`config.mk`:
```
export PLATFORM = sky130hd
export DESIGN_NAME = led_fade_and_level_outputs
export DESIGN_NICKNAME = d
export VERILOG_FILES = /design/src/core/led_fade_and_level_outputs.v
export VERILOG_INCLUDE_DIRS = /design/src /design/src/pkg
export SDC_FILE = /design/constraint.sdc
export NUM_CORES = 2
export LEC_CHECK = 0
export BUFFER_PORTS_ARGS = -buffer_cell sky130_fd_sc_hd__buf_2
export CAP_MARGIN = 30
export CORE_AREA = 5 5 376 378
export CTS_CLUSTER_SIZE = 30
export DETAILED_ROUTE_END_ITERATION = 8
export DIE_AREA = 0 0 381 383
export PLACE_DENSITY_LB_ADDON = 0.08
export REMOVE_ABC_BUFFERS = 1
export SKIP_LAST_GASP = 1
export SLEW_MARGIN = 20
export SYNTH_ARGS = -nofsm -noshare
export SYNTH_HDL_FRONTEND = slang
export SYNTH_SLANG_ARGS = --single-unit
```
`constraint.sdc`:
```
create_clock -name clk_sys -period 13.3 [get_ports clk_sys]
set_input_delay 2.66 -clock clk_sys [delete_from_list [all_inputs] [get_ports clk_sys]]
set_output_delay 2.66 -clock clk_sys [all_outputs]
set_load 0.02 [all_outputs]
```
`src/pkg/led_fade_regs.vh`:
```
// Register offsets, field positions, reset values and timing for the LED fade block
`ifndef LED_FADE_REGS_VH
`define LED_FADE_REGS_VH
// Register word addresses
`define A_CTRL      8'h00
`define A_MODE      8'h01
`define A_OUTVAL    8'h02
`define A_FADE      8'h03
`define A_LVLMAP    8'h04
`define A_IDLE      8'h05
`define A_SENS      8'h06
`define A_STATUS    8'h07
`define A_HDUTY     8'h10
`define A_LEVEL     8'h20
`define A_DUTY      8'h30
// Control fields
`define C_AUTO      0
`define C_LOG       1
`define C_BUZ       2
`define C_TRIPLE    3
// Pin modes, two bits per pin
`define M_FADE      2'h0
`define M_HPWM      2'h1
`define M_SPEC      2'h2
// Reset values
`define CTRL_RST    4'hd
`define MODE_RST    16'h8000
`define FADE_RST    24'hff000f
`define LVLMAP_RST  8'h00
`define IDLE_RST    32'hffffffff
`define SENS_RST    16'h0702
`define LEVEL_RST   64'h00b9a28b745d462e
// Special pin positions
`define PIN_LVL1    7
`define PIN_LVL2    6
`define PIN_BUZ     5
// Timing
`define CLK_MHZ     100
`define TONE_NS     62500
`define BUZ_PHASE_US 15000
`define TONE_CYC    (`TONE_NS * `CLK_MHZ / 1000)
`define BUZ_PHASE_T (`BUZ_PHASE_US * 1000 / `TONE_NS)
`endif

```
`src/core/led_fade_and_level_outputs.v`:
```
// LED fading, host PWM, analog level and buzzer outputs for eight pins
//
// The register addresses and strobed register access were chosen for this implementation.
`timescale 1ns/1ps
`include "led_fade_regs.vh"

// Summary of operation
// - Duty resolution is 256 steps
// - Eight PWM generators, one per pin
// - Fading pins ramp up on touch, down on release
// - Ramp curve selectable linear or logarithmic
// - Step interval, start and end intensity configurable
// - Auto lighting fades mapped pin on touch
// - Host output bit starts autonomous fade
// - Host PWM mode drives written duty directly
// - Special mode selects buzzer or level output
// - Level output duty follows touched button
// - First level on pin 7, second on 6
// - Button to output mapping and levels configurable
// - Buzzer on pin 5, about 30 ms per touch
// - Proximity without touch gives half intensity
// - Nothing present: LEDs off, level idle
// - Proximity without touch gives proximity level
// - Touched button: LED full, its level shown
// - Reset: pins 0-6 auto fade, 7 level
// - Reset sensitivities 0x02 buttons, 0x07 proximity
// - Attention line flags new touch information
module led_fade_and_level_outputs #(
  parameter TONE_CYC = `TONE_CYC
) (
  input  wire        clk_sys,
  input  wire        rst,
  input  wire [7:0]  addr,
  input  wire [31:0] wdata,
  input  wire        wr,
  input  wire        rd,
  output reg  [31:0] rdata,
  input  wire [7:0]  button_touch,
  input  wire        prox_detect,
  output wire [7:0]  pin_out,
  output wire [7:0]  sens_button,
  output wire [7:0]  sens_prox,
  output wire        host_attention_line
);

  // Configuration registers
  reg  [3:0]  ctrl_q;
  reg  [15:0] mode_q;
  reg  [7:0]  outval_q;
  reg  [23:0] fade_q;
  reg  [7:0]  lvlmap_q;
  reg  [31:0] idle_q;
  reg  [15:0] sens_q;
  reg  [7:0]  host_duty_q [0:7];
  reg  [7:0]  level_q [0:7];
  wire [7:0]  duty [0:7];
  reg  [31:0] rd_mux_d;
  integer     j;

  // Status tracking
  reg  [7:0]  touch_prev_q;
  reg         prox_prev_q;
  reg         attn_q;

  // Timing
  reg  [15:0] tone_cnt_q;
  reg         tone_tick_q;
  reg  [7:0]  fade_cnt_q;
  reg         fade_tick_q;
  reg  [7:0]  pwm_cnt_q;

  // Buzzer
  reg  [2:0]  buz_state_q;
  reg  [8:0]  buz_cnt_q;
  reg         buz_wave_q;

  // Level output duties
  wire [7:0]  lvl_duty [0:1];

  wire        auto_en   = ctrl_q[`C_AUTO];
  wire        log_curve = ctrl_q[`C_LOG];
  wire        triple_en = ctrl_q[`C_TRIPLE];
  wire [7:0]  fade_int  = fade_q[7:0];
  wire [7:0]  int_off   = fade_q[15:8];
  wire [7:0]  int_full  = fade_q[23:16];
  wire        any_touch = |button_touch;
  wire        new_touch = |(button_touch & ~touch_prev_q);
  wire        stat_rd   = rd && (addr == `A_STATUS);
  wire        hduty_wr  = wr && (addr[7:3] == 5'h02);
  wire        level_wr  = wr && (addr[7:3] == 5'h04);

  // Reset table, buzzer phase length and buzzer states
  localparam [63:0]  LVL_RST_ALL = `LEVEL_RST;
  localparam integer BUZ_HALF    = `BUZ_PHASE_T;
  localparam [2:0]   BZ_IDLE     = 3'b001;
  localparam [2:0]   BZ_LOW      = 3'b010;
  localparam [2:0]   BZ_HIGH     = 3'b100;

  assign sens_button         = sens_q[7:0];
  assign sens_prox           = sens_q[15:8];
  assign host_attention_line = attn_q;

  // Register writes
  always @(posedge clk_sys or posedge rst) begin
    if (rst) begin
      ctrl_q   <= `CTRL_RST;
      mode_q   <= `MODE_RST;
      outval_q <= 8'h00;
      fade_q   <= `FADE_RST;
      lvlmap_q <= `LVLMAP_RST;
      idle_q   <= `IDLE_RST;
      sens_q   <= `SENS_RST;
    end else if (wr) begin
      case (addr)
        `A_CTRL:   ctrl_q   <= wdata[3:0];
        `A_MODE:   mode_q   <= wdata[15:0];
        `A_OUTVAL: outval_q <= wdata[7:0];
        `A_FADE:   fade_q   <= wdata[23:0];
        `A_LVLMAP: lvlmap_q <= wdata[7:0];
        `A_IDLE:   idle_q   <= wdata;
        `A_SENS:   sens_q   <= wdata[15:0];
        default: ;
      endcase
    end
  end

  // Host duty and button level tables
  always @(posedge clk_sys or posedge rst) begin
    if (rst) begin
      for (j = 0; j < 8; j = j + 1) begin
        host_duty_q[j] <= 8'h00;
        level_q[j]     <= LVL_RST_ALL[8 * j +: 8];
      end
    end else if (hduty_wr) begin
      host_duty_q[addr[2:0]] <= wdata[7:0];
    end else if (level_wr) begin
      level_q[addr[2:0]] <= wdata[7:0];
    end
  end

  // Read data, one cycle after the strobe
  always @* begin
    rd_mux_d = 32'h0;
    case (addr)
      `A_CTRL:   rd_mux_d = {28'h0, ctrl_q};
      `A_MODE:   rd_mux_d = {16'h0, mode_q};
      `A_OUTVAL: rd_mux_d = {24'h0, outval_q};
      `A_FADE:   rd_mux_d = {8'h0, fade_q};
      `A_LVLMAP: rd_mux_d = {24'h0, lvlmap_q};
      `A_IDLE:   rd_mux_d = idle_q;
      `A_SENS:   rd_mux_d = {16'h0, sens_q};
      `A_STATUS: rd_mux_d = {22'h0, attn_q, prox_detect, button_touch};
      default: begin
        if (addr[7:3] == 5'h02) begin
          rd_mux_d = {24'h0, host_duty_q[addr[2:0]]};
        end else if (addr[7:3] == 5'h04) begin
          rd_mux_d = {24'h0, level_q[addr[2:0]]};
        end else if (addr[7:3] == 5'h06) begin
          rd_mux_d = {24'h0, duty[addr[2:0]]};
        end
      end
    endcase
  end

  always @(posedge clk_sys or posedge rst) begin
    if (rst) begin
      rdata <= 32'h0;
    end else if (rd) begin
      rdata <= rd_mux_d;
    end
  end

  // Attention flag: a change in the same cycle as the read wins
  always @(posedge clk_sys or posedge rst) begin
    if (rst) begin
      touch_prev_q <= 8'h00;
      prox_prev_q  <= 1'b0;
      attn_q       <= 1'b0;
    end else begin
      touch_prev_q <= button_touch;
      prox_prev_q  <= prox_detect;
      if ((button_touch != touch_prev_q) || (prox_detect != prox_prev_q)) begin
        attn_q <= 1'b1;
      end else if (stat_rd) begin
        attn_q <= 1'b0;
      end
    end
  end

  // Tone tick divider and fade step timer
  always @(posedge clk_sys or posedge rst) begin
    if (rst) begin
      tone_cnt_q  <= 16'h0;
      tone_tick_q <= 1'b0;
      fade_cnt_q  <= 8'h00;
      fade_tick_q <= 1'b0;
      pwm_cnt_q   <= 8'h00;
    end else begin
      pwm_cnt_q   <= pwm_cnt_q + 8'h01;
      tone_tick_q <= 1'b0;
      fade_tick_q <= 1'b0;
      if (tone_cnt_q == TONE_CYC[15:0] - 16'h1) begin
        tone_cnt_q  <= 16'h0;
        tone_tick_q <= 1'b1;
      end else begin
        tone_cnt_q <= tone_cnt_q + 16'h1;
      end
      if (tone_tick_q) begin
        if (fade_cnt_q >= fade_int) begin
          fade_cnt_q  <= 8'h00;
          fade_tick_q <= 1'b1;
        end else begin
          fade_cnt_q <= fade_cnt_q + 8'h01;
        end
      end
    end
  end

  // Buzzer: low tone phase then high tone phase, once per new touch
  always @(posedge clk_sys or posedge rst) begin
    if (rst) begin
      buz_state_q <= BZ_IDLE;
      buz_cnt_q   <= 9'h0;
      buz_wave_q  <= 1'b0;
    end else if (new_touch && ctrl_q[`C_BUZ]) begin
      buz_state_q <= BZ_LOW;
      buz_cnt_q   <= 9'h0;
      buz_wave_q  <= 1'b0;
    end else if (tone_tick_q) begin
      case (buz_state_q)
        BZ_LOW: begin
          if (buz_cnt_q[0]) begin
            buz_wave_q <= ~buz_wave_q;
          end
          if ({23'h0, buz_cnt_q} == BUZ_HALF - 1) begin
            buz_state_q <= BZ_HIGH;
            buz_cnt_q   <= 9'h0;
          end else begin
            buz_cnt_q <= buz_cnt_q + 9'h1;
          end
        end
        BZ_HIGH: begin
          if ({23'h0, buz_cnt_q} == BUZ_HALF - 1) begin
            buz_state_q <= BZ_IDLE;
            buz_wave_q  <= 1'b0;
          end else begin
            buz_cnt_q  <= buz_cnt_q + 9'h1;
            buz_wave_q <= ~buz_wave_q;
          end
        end
        default: begin
          buz_state_q <= BZ_IDLE;
          buz_cnt_q   <= 9'h0;
        end
      endcase
    end
  end

  // Level outputs: lowest touched mapped button, else proximity, else idle
  genvar k;
  generate
    for (k = 0; k < 2; k = k + 1) begin : g_lvl
      reg [7:0] sel_d;
      reg [7:0] lvl_q;
      integer   b;
      always @* begin
        sel_d = prox_detect ? idle_q[16 + 8 * k +: 8] : idle_q[8 * k +: 8];
        for (b = 7; b >= 0; b = b - 1) begin
          if (button_touch[b] && (lvlmap_q[b] == (k == 1))) begin
            sel_d = level_q[b];
          end
        end
      end
      always @(posedge clk_sys or posedge rst) begin
        if (rst) begin
          lvl_q <= 8'hff;
        end else begin
          lvl_q <= sel_d;
        end
      end
      assign lvl_duty[k] = lvl_q;
    end
  endgenerate

  // Per-pin generators
  genvar i;
  generate
    for (i = 0; i < 8; i = i + 1) begin : g_pin
      reg  [7:0] cur_q;
      reg  [7:0] cur_d;
      reg  [7:0] tgt_d;
      reg  [7:0] spec_d;
      reg  [7:0] duty_d;
      reg        pin_q;
      reg        pin_d;
      wire [1:0] mode = mode_q[2 * i +: 2];
      wire       lit  = auto_en ? button_touch[i] : outval_q[i];
      wire [7:0] stp  = log_curve ? {4'h0, cur_q[7:4]} + 8'h01 : 8'h01;
      wire [8:0] up   = {1'b0, cur_q} + {1'b0, stp};
      wire [8:0] dn   = {1'b0, cur_q} - {1'b0, stp};

      always @* begin
        if (lit) begin
          tgt_d = int_full;
        end else if (auto_en && triple_en && prox_detect && !any_touch) begin
          tgt_d = {1'b0, int_full[7:1]};
        end else begin
          tgt_d = int_off;
        end
      end

      always @* begin
        cur_d = cur_q;
        if (fade_tick_q) begin
          if (cur_q < tgt_d) begin
            cur_d = (up[8] || up[7:0] > tgt_d) ? tgt_d : up[7:0];
          end else if (cur_q > tgt_d) begin
            cur_d = (dn[8] || dn[7:0] < tgt_d) ? tgt_d : dn[7:0];
          end
        end
      end

      always @(posedge clk_sys or posedge rst) begin
        if (rst) begin
          cur_q <= 8'h00;
        end else begin
          cur_q <= cur_d;
        end
      end

      always @* begin
        if (i == `PIN_LVL1) begin
          spec_d = lvl_duty[0];
        end else if (i == `PIN_LVL2) begin
          spec_d = lvl_duty[1];
        end else begin
          spec_d = 8'h00;
        end
        case (mode)
          `M_FADE: duty_d = cur_q;
          `M_HPWM: duty_d = host_duty_q[i];
          `M_SPEC: duty_d = spec_d;
          default: duty_d = 8'h00;
        endcase
      end

      always @* begin
        if (mode == `M_SPEC && i == `PIN_BUZ) begin
          pin_d = buz_wave_q;
        end else begin
          pin_d = pwm_cnt_q < duty_d;
        end
      end

      always @(posedge clk_sys or posedge rst) begin
        if (rst) begin
          pin_q <= 1'b0;
        end else begin
          pin_q <= pin_d;
        end
      end

      assign duty[i]     = duty_d;
      assign pin_out[i]  = pin_q;
    end
  endgenerate

endmodule

```
[Word level (Yosys, flattened, before mapping)]
Cells that the tools add are included.
Cells by class
  eq/ne operators: 31
  bitwise gates (word level): 13
  magnitude comparators: 43
  reduce and logical (&&, ||, !) cells: 83
  $add $sub $neg: 28
  muxes and demuxes: 123
Operators with widths (count)
  8-bit two-way mux: 70
  32-bit one-hot mux with 8 select lines: 1
  8-bit < comparator: 24
  64-bit bitwise mux: 2
  8-bit greater-than comparator: 16
  8-bit one-hot mux with 2 select lines: 6
  8-bit by 5-bit adder with 9-bit output: 8
  8-bit binary-select mux with 3-bit select: 3
  8-bit by 5-bit subtractor with 9-bit output: 8
  8-bit one-hot mux with 3 select lines: 2
  4-bit by 1-bit adder with 5-bit output, second input constant: 8
  5-bit two-way mux: 8
  9-bit two-way mux: 4
  2-bit AND reduction: 17
  8-bit by 3-bit equality test with 1-bit output, second input constant: 4
  8-bit demux with 3-bit select: 1
  1-bit logical AND: 24
  2-bit nonzero test: 10
  1-bit two-way mux: 18
  9-bit one-hot mux with 2 select lines: 1
  1-bit logical OR: 17
  16-bit by 1-bit adder with 16-bit output, second input constant: 1
  8-bit by 1-bit adder with 8-bit output, second input constant: 2
  16-bit by 13-bit equality test with 1-bit output, second input constant: 1
  other kinds (30): 65
Word-level totals
  register bits after elaboration: 413
  output and inout bits: 57
  input port bits: 53

[Logic depth before layout (Yosys ltp)]
  word-level depth: 10
  depth in mapped cells: 21

[Least setup slack after synthesis]
OpenSTA, ideal clock, no wires.
  path type: input -> register
  start point: in prox_detect
  end point: reg g_pin[1].cur_q[7]
  arrival: 6.086 ns
  slack: 7.147 ns
  data required time: 13.233 ns
  setup time: 0.067 ns
  buffers on the path: 1
  stages on the path: 15
  cells stage by stage: buf_4 nor3b_1 nand3_1 mux2i_1 nand2_1 o21a_1 inv_1 ha_1 a21o_1 a21oi_1 o2111ai_1 a21oi_1 nor2b_1 a2111oi_0 a221o_1
On the way
  longest elaborated chain between the ends: 9
RTL lines
  start, declared: line led_fade_and_level_outputs.v:39  | input wire prox_detect,
  1-bit logical AND (*) (2 in a row): line led_fade_and_level_outputs.v:305  | end else if (auto_en && triple_en && prox_detect && !any_touch) begin
  8-bit two-way mux (*): line led_fade_and_level_outputs.v:305
  8-bit two-way mux (*): line led_fade_and_level_outputs.v:303  | if (lit) begin
  8-bit < comparator: line led_fade_and_level_outputs.v:318  | cur_d = (dn[8] || dn[7:0] < tgt_d) ? tgt_d : dn[7:0];
  1-bit logical OR: line led_fade_and_level_outputs.v:318
  8-bit two-way mux: line led_fade_and_level_outputs.v:318
  8-bit two-way mux: line led_fade_and_level_outputs.v:317  | end else if (cur_q > tgt_d) begin
  8-bit two-way mux: line led_fade_and_level_outputs.v:315  | if (cur_q < tgt_d) begin
  end signal, assigned: line led_fade_and_level_outputs.v:327  | cur_q <= cur_d;
  end, declared: line led_fade_and_level_outputs.v:289  | reg [7:0] cur_q;
Every way passes the cells marked *; elsewhere a longest branch is shown, timed or not. The select of a mux whose other input is x is not followed.
A chain may end at the register's enable or synchronous reset.

[Worst setup path after layout]
  start point: in prox_detect
  end point: reg g_pin[1].cur_q[6]
The elaborated chain is that of the path after synthesis.

==> summary.txt <==
Yosys
  • Top cells by area, synth: dfrtp_1, ha_1, mux2_2, dfstp_2, mux2i_1
  • Syn. warnings: 0
  • Synth area leader: dfrtp_1
  • Async SR Flop Fraction: 100%
  • Post-synth cell types: 94
  • Cells after Synth: 3,604
  • Post-synthesis cell area: 34,200 sq um
  • Post-synth top area share: 23.1%
  • Top_reg_cell synth: dfrtp_1
  • Post-synth EDFFs: 0
  • Yosys reg bits: 413
  • Seq/Total Area, Yosys: 30.6%
  • Syn avg cell area: 9.49 sq um

Critical path
  • Worst-path cell chain: buf_2 -> nor3b_1 -> nand3_1 -> mux2i_2 -> buf_4 -> a21oi_1 -> inv_1 -> ha_1 -> nor2b_1 -> o211ai_1 -> and3b_1 -> o21ai_1 -> nor2_1 -> a31oi_1 -> o221a_2
  • Crit path launch type: primary input
  • Maximum fanout along the worst path: 21
  • Worst Path Required: 13.82 ns
  • Worst EP arrival: 7.62 ns
  • Worst Setup Path Type: primary input to register
  • Reg2Reg Depth: 14
  • Cell with the largest stage delay on the worst path: mux2i_2
  • Worst path max stage delay: 0.80 ns
  • CP endpoint kind: register

Finish
  • Most common cell after layout, fill and taps aside: ha_1
  • Cell area after layout: 38,700 sq um
  • Final Util: 28.2%
  • Most frequent cells in the layout: ha_1, dfrtp_1, nor2_1, mux2_2, nand2_1
  • Register Area: 10,500 sq um
  • Nets@finish: 4,096
  • Layout cell share with drive strength beyond 1: 20.4%
  • Layout area overhead: 13.3%
  • Multi-input gate area: 22,300 sq um
  • Fillers: 14,570

Pwr
  • Register share of total power: 37.8%
  • Sw Ratio: 32.5%
  • Net Sw Power: 1210 uW
  • Peak supply drop: 101 uV
  • Clock power share: 42.3%
  • Pint: 2520 uW
  • Power Density: 96.5 nW/um^2
  • Static Leak: 0.0173 uW
  • Gate power share: 19.9%

Timing
  • RSZ-0062 raised after global routing: false
  • TNS Setup: 0 ns
  • Hold Fails Final Rpt: 0
  • Fin crit share: 53.3%
  • Worst slew pin tran: 1.01 ns
  • Pins Over Slew Limit: 0
  • Setup ws final: 6.21 ns
  • Rel. slew slack: 32.3%
  • FMAX: 141 MHz
  • Shortest period the worst path allows: 7.09 ns
  • Fin Clk Skew: 0.0673 ns
  • Final setup fails: 0

Placed design
  • Setup slack after placement: 5.47 ns
  • Routability cong.: 0.857
  • Post-DP HPWL: 109,000 microns
  • Placed cell area: 36,800 sq um
  • Port Buf Inserts: 109

Floorplan
  • Chip height: 383 microns
  • Die area: 146,000 sq um
  • Core area: 137,000 sq um
  • Count of boundary I/O pins: 110
  • Number of core rows: 136
  • Starting density of the core: 24.9%
  • Die width: 381 microns

Worst hold path
  • Min-Delay Path Depth: 1
  • Worst hold-check path type: register to register

Route
  • Drt first pass iters: 7
  • Vias post-DR: 28,206
  • Remaining antenna violation count after routing: 0
  • DRC Markers: 0
  • Avg WL per Cell: 26.3 microns
  • Iter 0 DRT Violations: 1,983
  • Vias/cell: 5.13
  • Post-detailed-routing wire length: 144,000 microns

Clock tree
  • H-tree levels: 2
  • Num CTS Buffers: 56
  • Root Buffer: clkbuf_16
  • Post-cts resize count: 0
  • CTS tree: yes
  • CTS sink cnt: 413
  • Hold_buf cts: 0
  • Setup bufs post-CTS: 0
  • Worst-case clock buffer depth: 3
  • Later-pin clock latency in the skew report: 0.70 ns
  • CTS clk-pin slew, worst paths: 0.06 ns

GRT
  • First-pass GRT wire length: 207,000 microns
  • Gr usage total: 19.2%
  • Initial antenna violation count: 19
  • Via count of the first global-routing pass: 28,473
  • GR Overflow Total: 0
  • Pin count of the biggest net entering global routing: 135

Job
  • Max-Cap Viols: 0

Status
  • Status: complete, no violations
## layout make-up
class	instances	share of cell area [%]
multi-input cells	2789	57.5
repair buffers	162	2.55
inverters	232	2.27
diodes	1	0.00646
well taps	1794	5.80
flip-flops and latches	413	27.0
clock inverters	22	0.772
clock buffers	83	4.14
## through the flow
| stage | total power, uW | cells | hold WS, ns |
|---|---|---|---|
| 5_1_grt | 3910 | 5495 | 0.495 |
| 6_report | 3740 | 5496 | 0.468 |
| 4_1_cts | 3790 | 5492 | 0.469 |
| 2_1_floorplan | 1870 | 3434 | 0.437 |
| 3_3_place_gp | 2180 | 5383 | 0.457 |
| 3_5_place_dp | 2180 | 5387 | 0.456 |
## synth_stat cells (12+ instances only)
cell type and number:
nand2_1 242, dfrtp_1 316, a21o_1 52, a31oi_1 38, nand3_1 69, clkbuf_1 131
a21oi_1 236, and2_1 23, a22oi_1 22, and3_1 23, mux4_2 47, buf_1 26
a22o_1 14, mux2i_1 204, or2_2 62, inv_1 229, a211oi_1 25, o21a_1 30
o31a_1 16, xnor2_1 67, fa_1 16, nand4_1 41, a211o_1 21, mux2_2 254
o2111ai_1 12, dfstp_2 97, o31ai_1 17, o211ai_1 28, nand2b_1 40, a221oi_1 24
nor2b_1 48, o21ai_0 130, a311oi_1 19, nor2_1 283, nor3_1 46, xor2_1 51
o221ai_1 19, ha_1 373, o22ai_1 35
## cells by family (layout without fill, tap and decap cells)
| kind of cell | count (synthesis) | in the layout | synth area share, % |
|---|---|---|---|
| xor gates and xnor gates | 118 | 118 | 3.02 |
| muxes | 509 | 509 | 17.6 |
| and+or+nand+nor | 927 | 927 | 13.0 |
| other | 0 | 1 | 0 |
| AOI/OAI and AO/OA | 846 | 846 | 16.7 |
| adders and majority gates | 389 | 389 | 14.6 |
| buffers and inverters | 402 | 499 | 4.55 |
| DFF | 413 | 413 | 30.6 |
## per-layer routing
metal	vias up	wire (microns)	GRT usage (%)
met3	175	7090	3.10
met5	-	69	0
met2	634	66300	31.6
met4	10	4120	5.03
li1	13306	-	-
met1	14081	66900	26.4
## final timing paths
path	startpoint	to	slack (ns)
max	prox_detect	g_pin[1].cur_q[6]	6.21
min	tone_cnt_q[15]	tone_cnt_q[15]	0.47
max reg2reg	ctrl_q[0]	g_pin[1].cur_q[6]	7.85
min reg2reg	tone_cnt_q[15]	tone_cnt_q[15]	0.47
max in group asynchronous	rst	rdata[26]	9.27
min in group asynchronous	rst	g_pin[3].cur_q[7]	2.08
## power groups by stage
stage                     Sequential, uW  Combinational, uW  Clock, uW
final                               1410                743       1580
after CTS                           1410                744       1640
after detailed placement            1430                742          0
after global routing                1420                814       1680
after global placement              1440                744          0
after floorplan                     1390                479          0
## sequential cells by signal, indices dropped and copies added (netlist names), 3 cells and up
signal,flops
ctrl_q,4
pwm_cnt_q,8
g_pin.cur_q,64
fade_q,24
touch_prev_q,8
sens_q,16
buz_cnt_q,9
tone_cnt_q,16
idle_q,32
lvlmap_q,8
buz_state_q,3
outval_q,8
level_q,64
g_lvl.lvl_q,16
g_pin.pin_q,8
rdata,32
mode_q,16
host_duty_q,64
fade_cnt_q,8
## critical path: cells and delay by family
family                     cells  cell delay (ns)
AOI/OAI and AO/OA              5             1.09
adders and majority gates      1             0.26
buffers and inverters          3             1.04
muxes                          1             0.80
and+or+nand+nor                5             1.74
No activity file was read; power rests on OpenSTA's default activity.
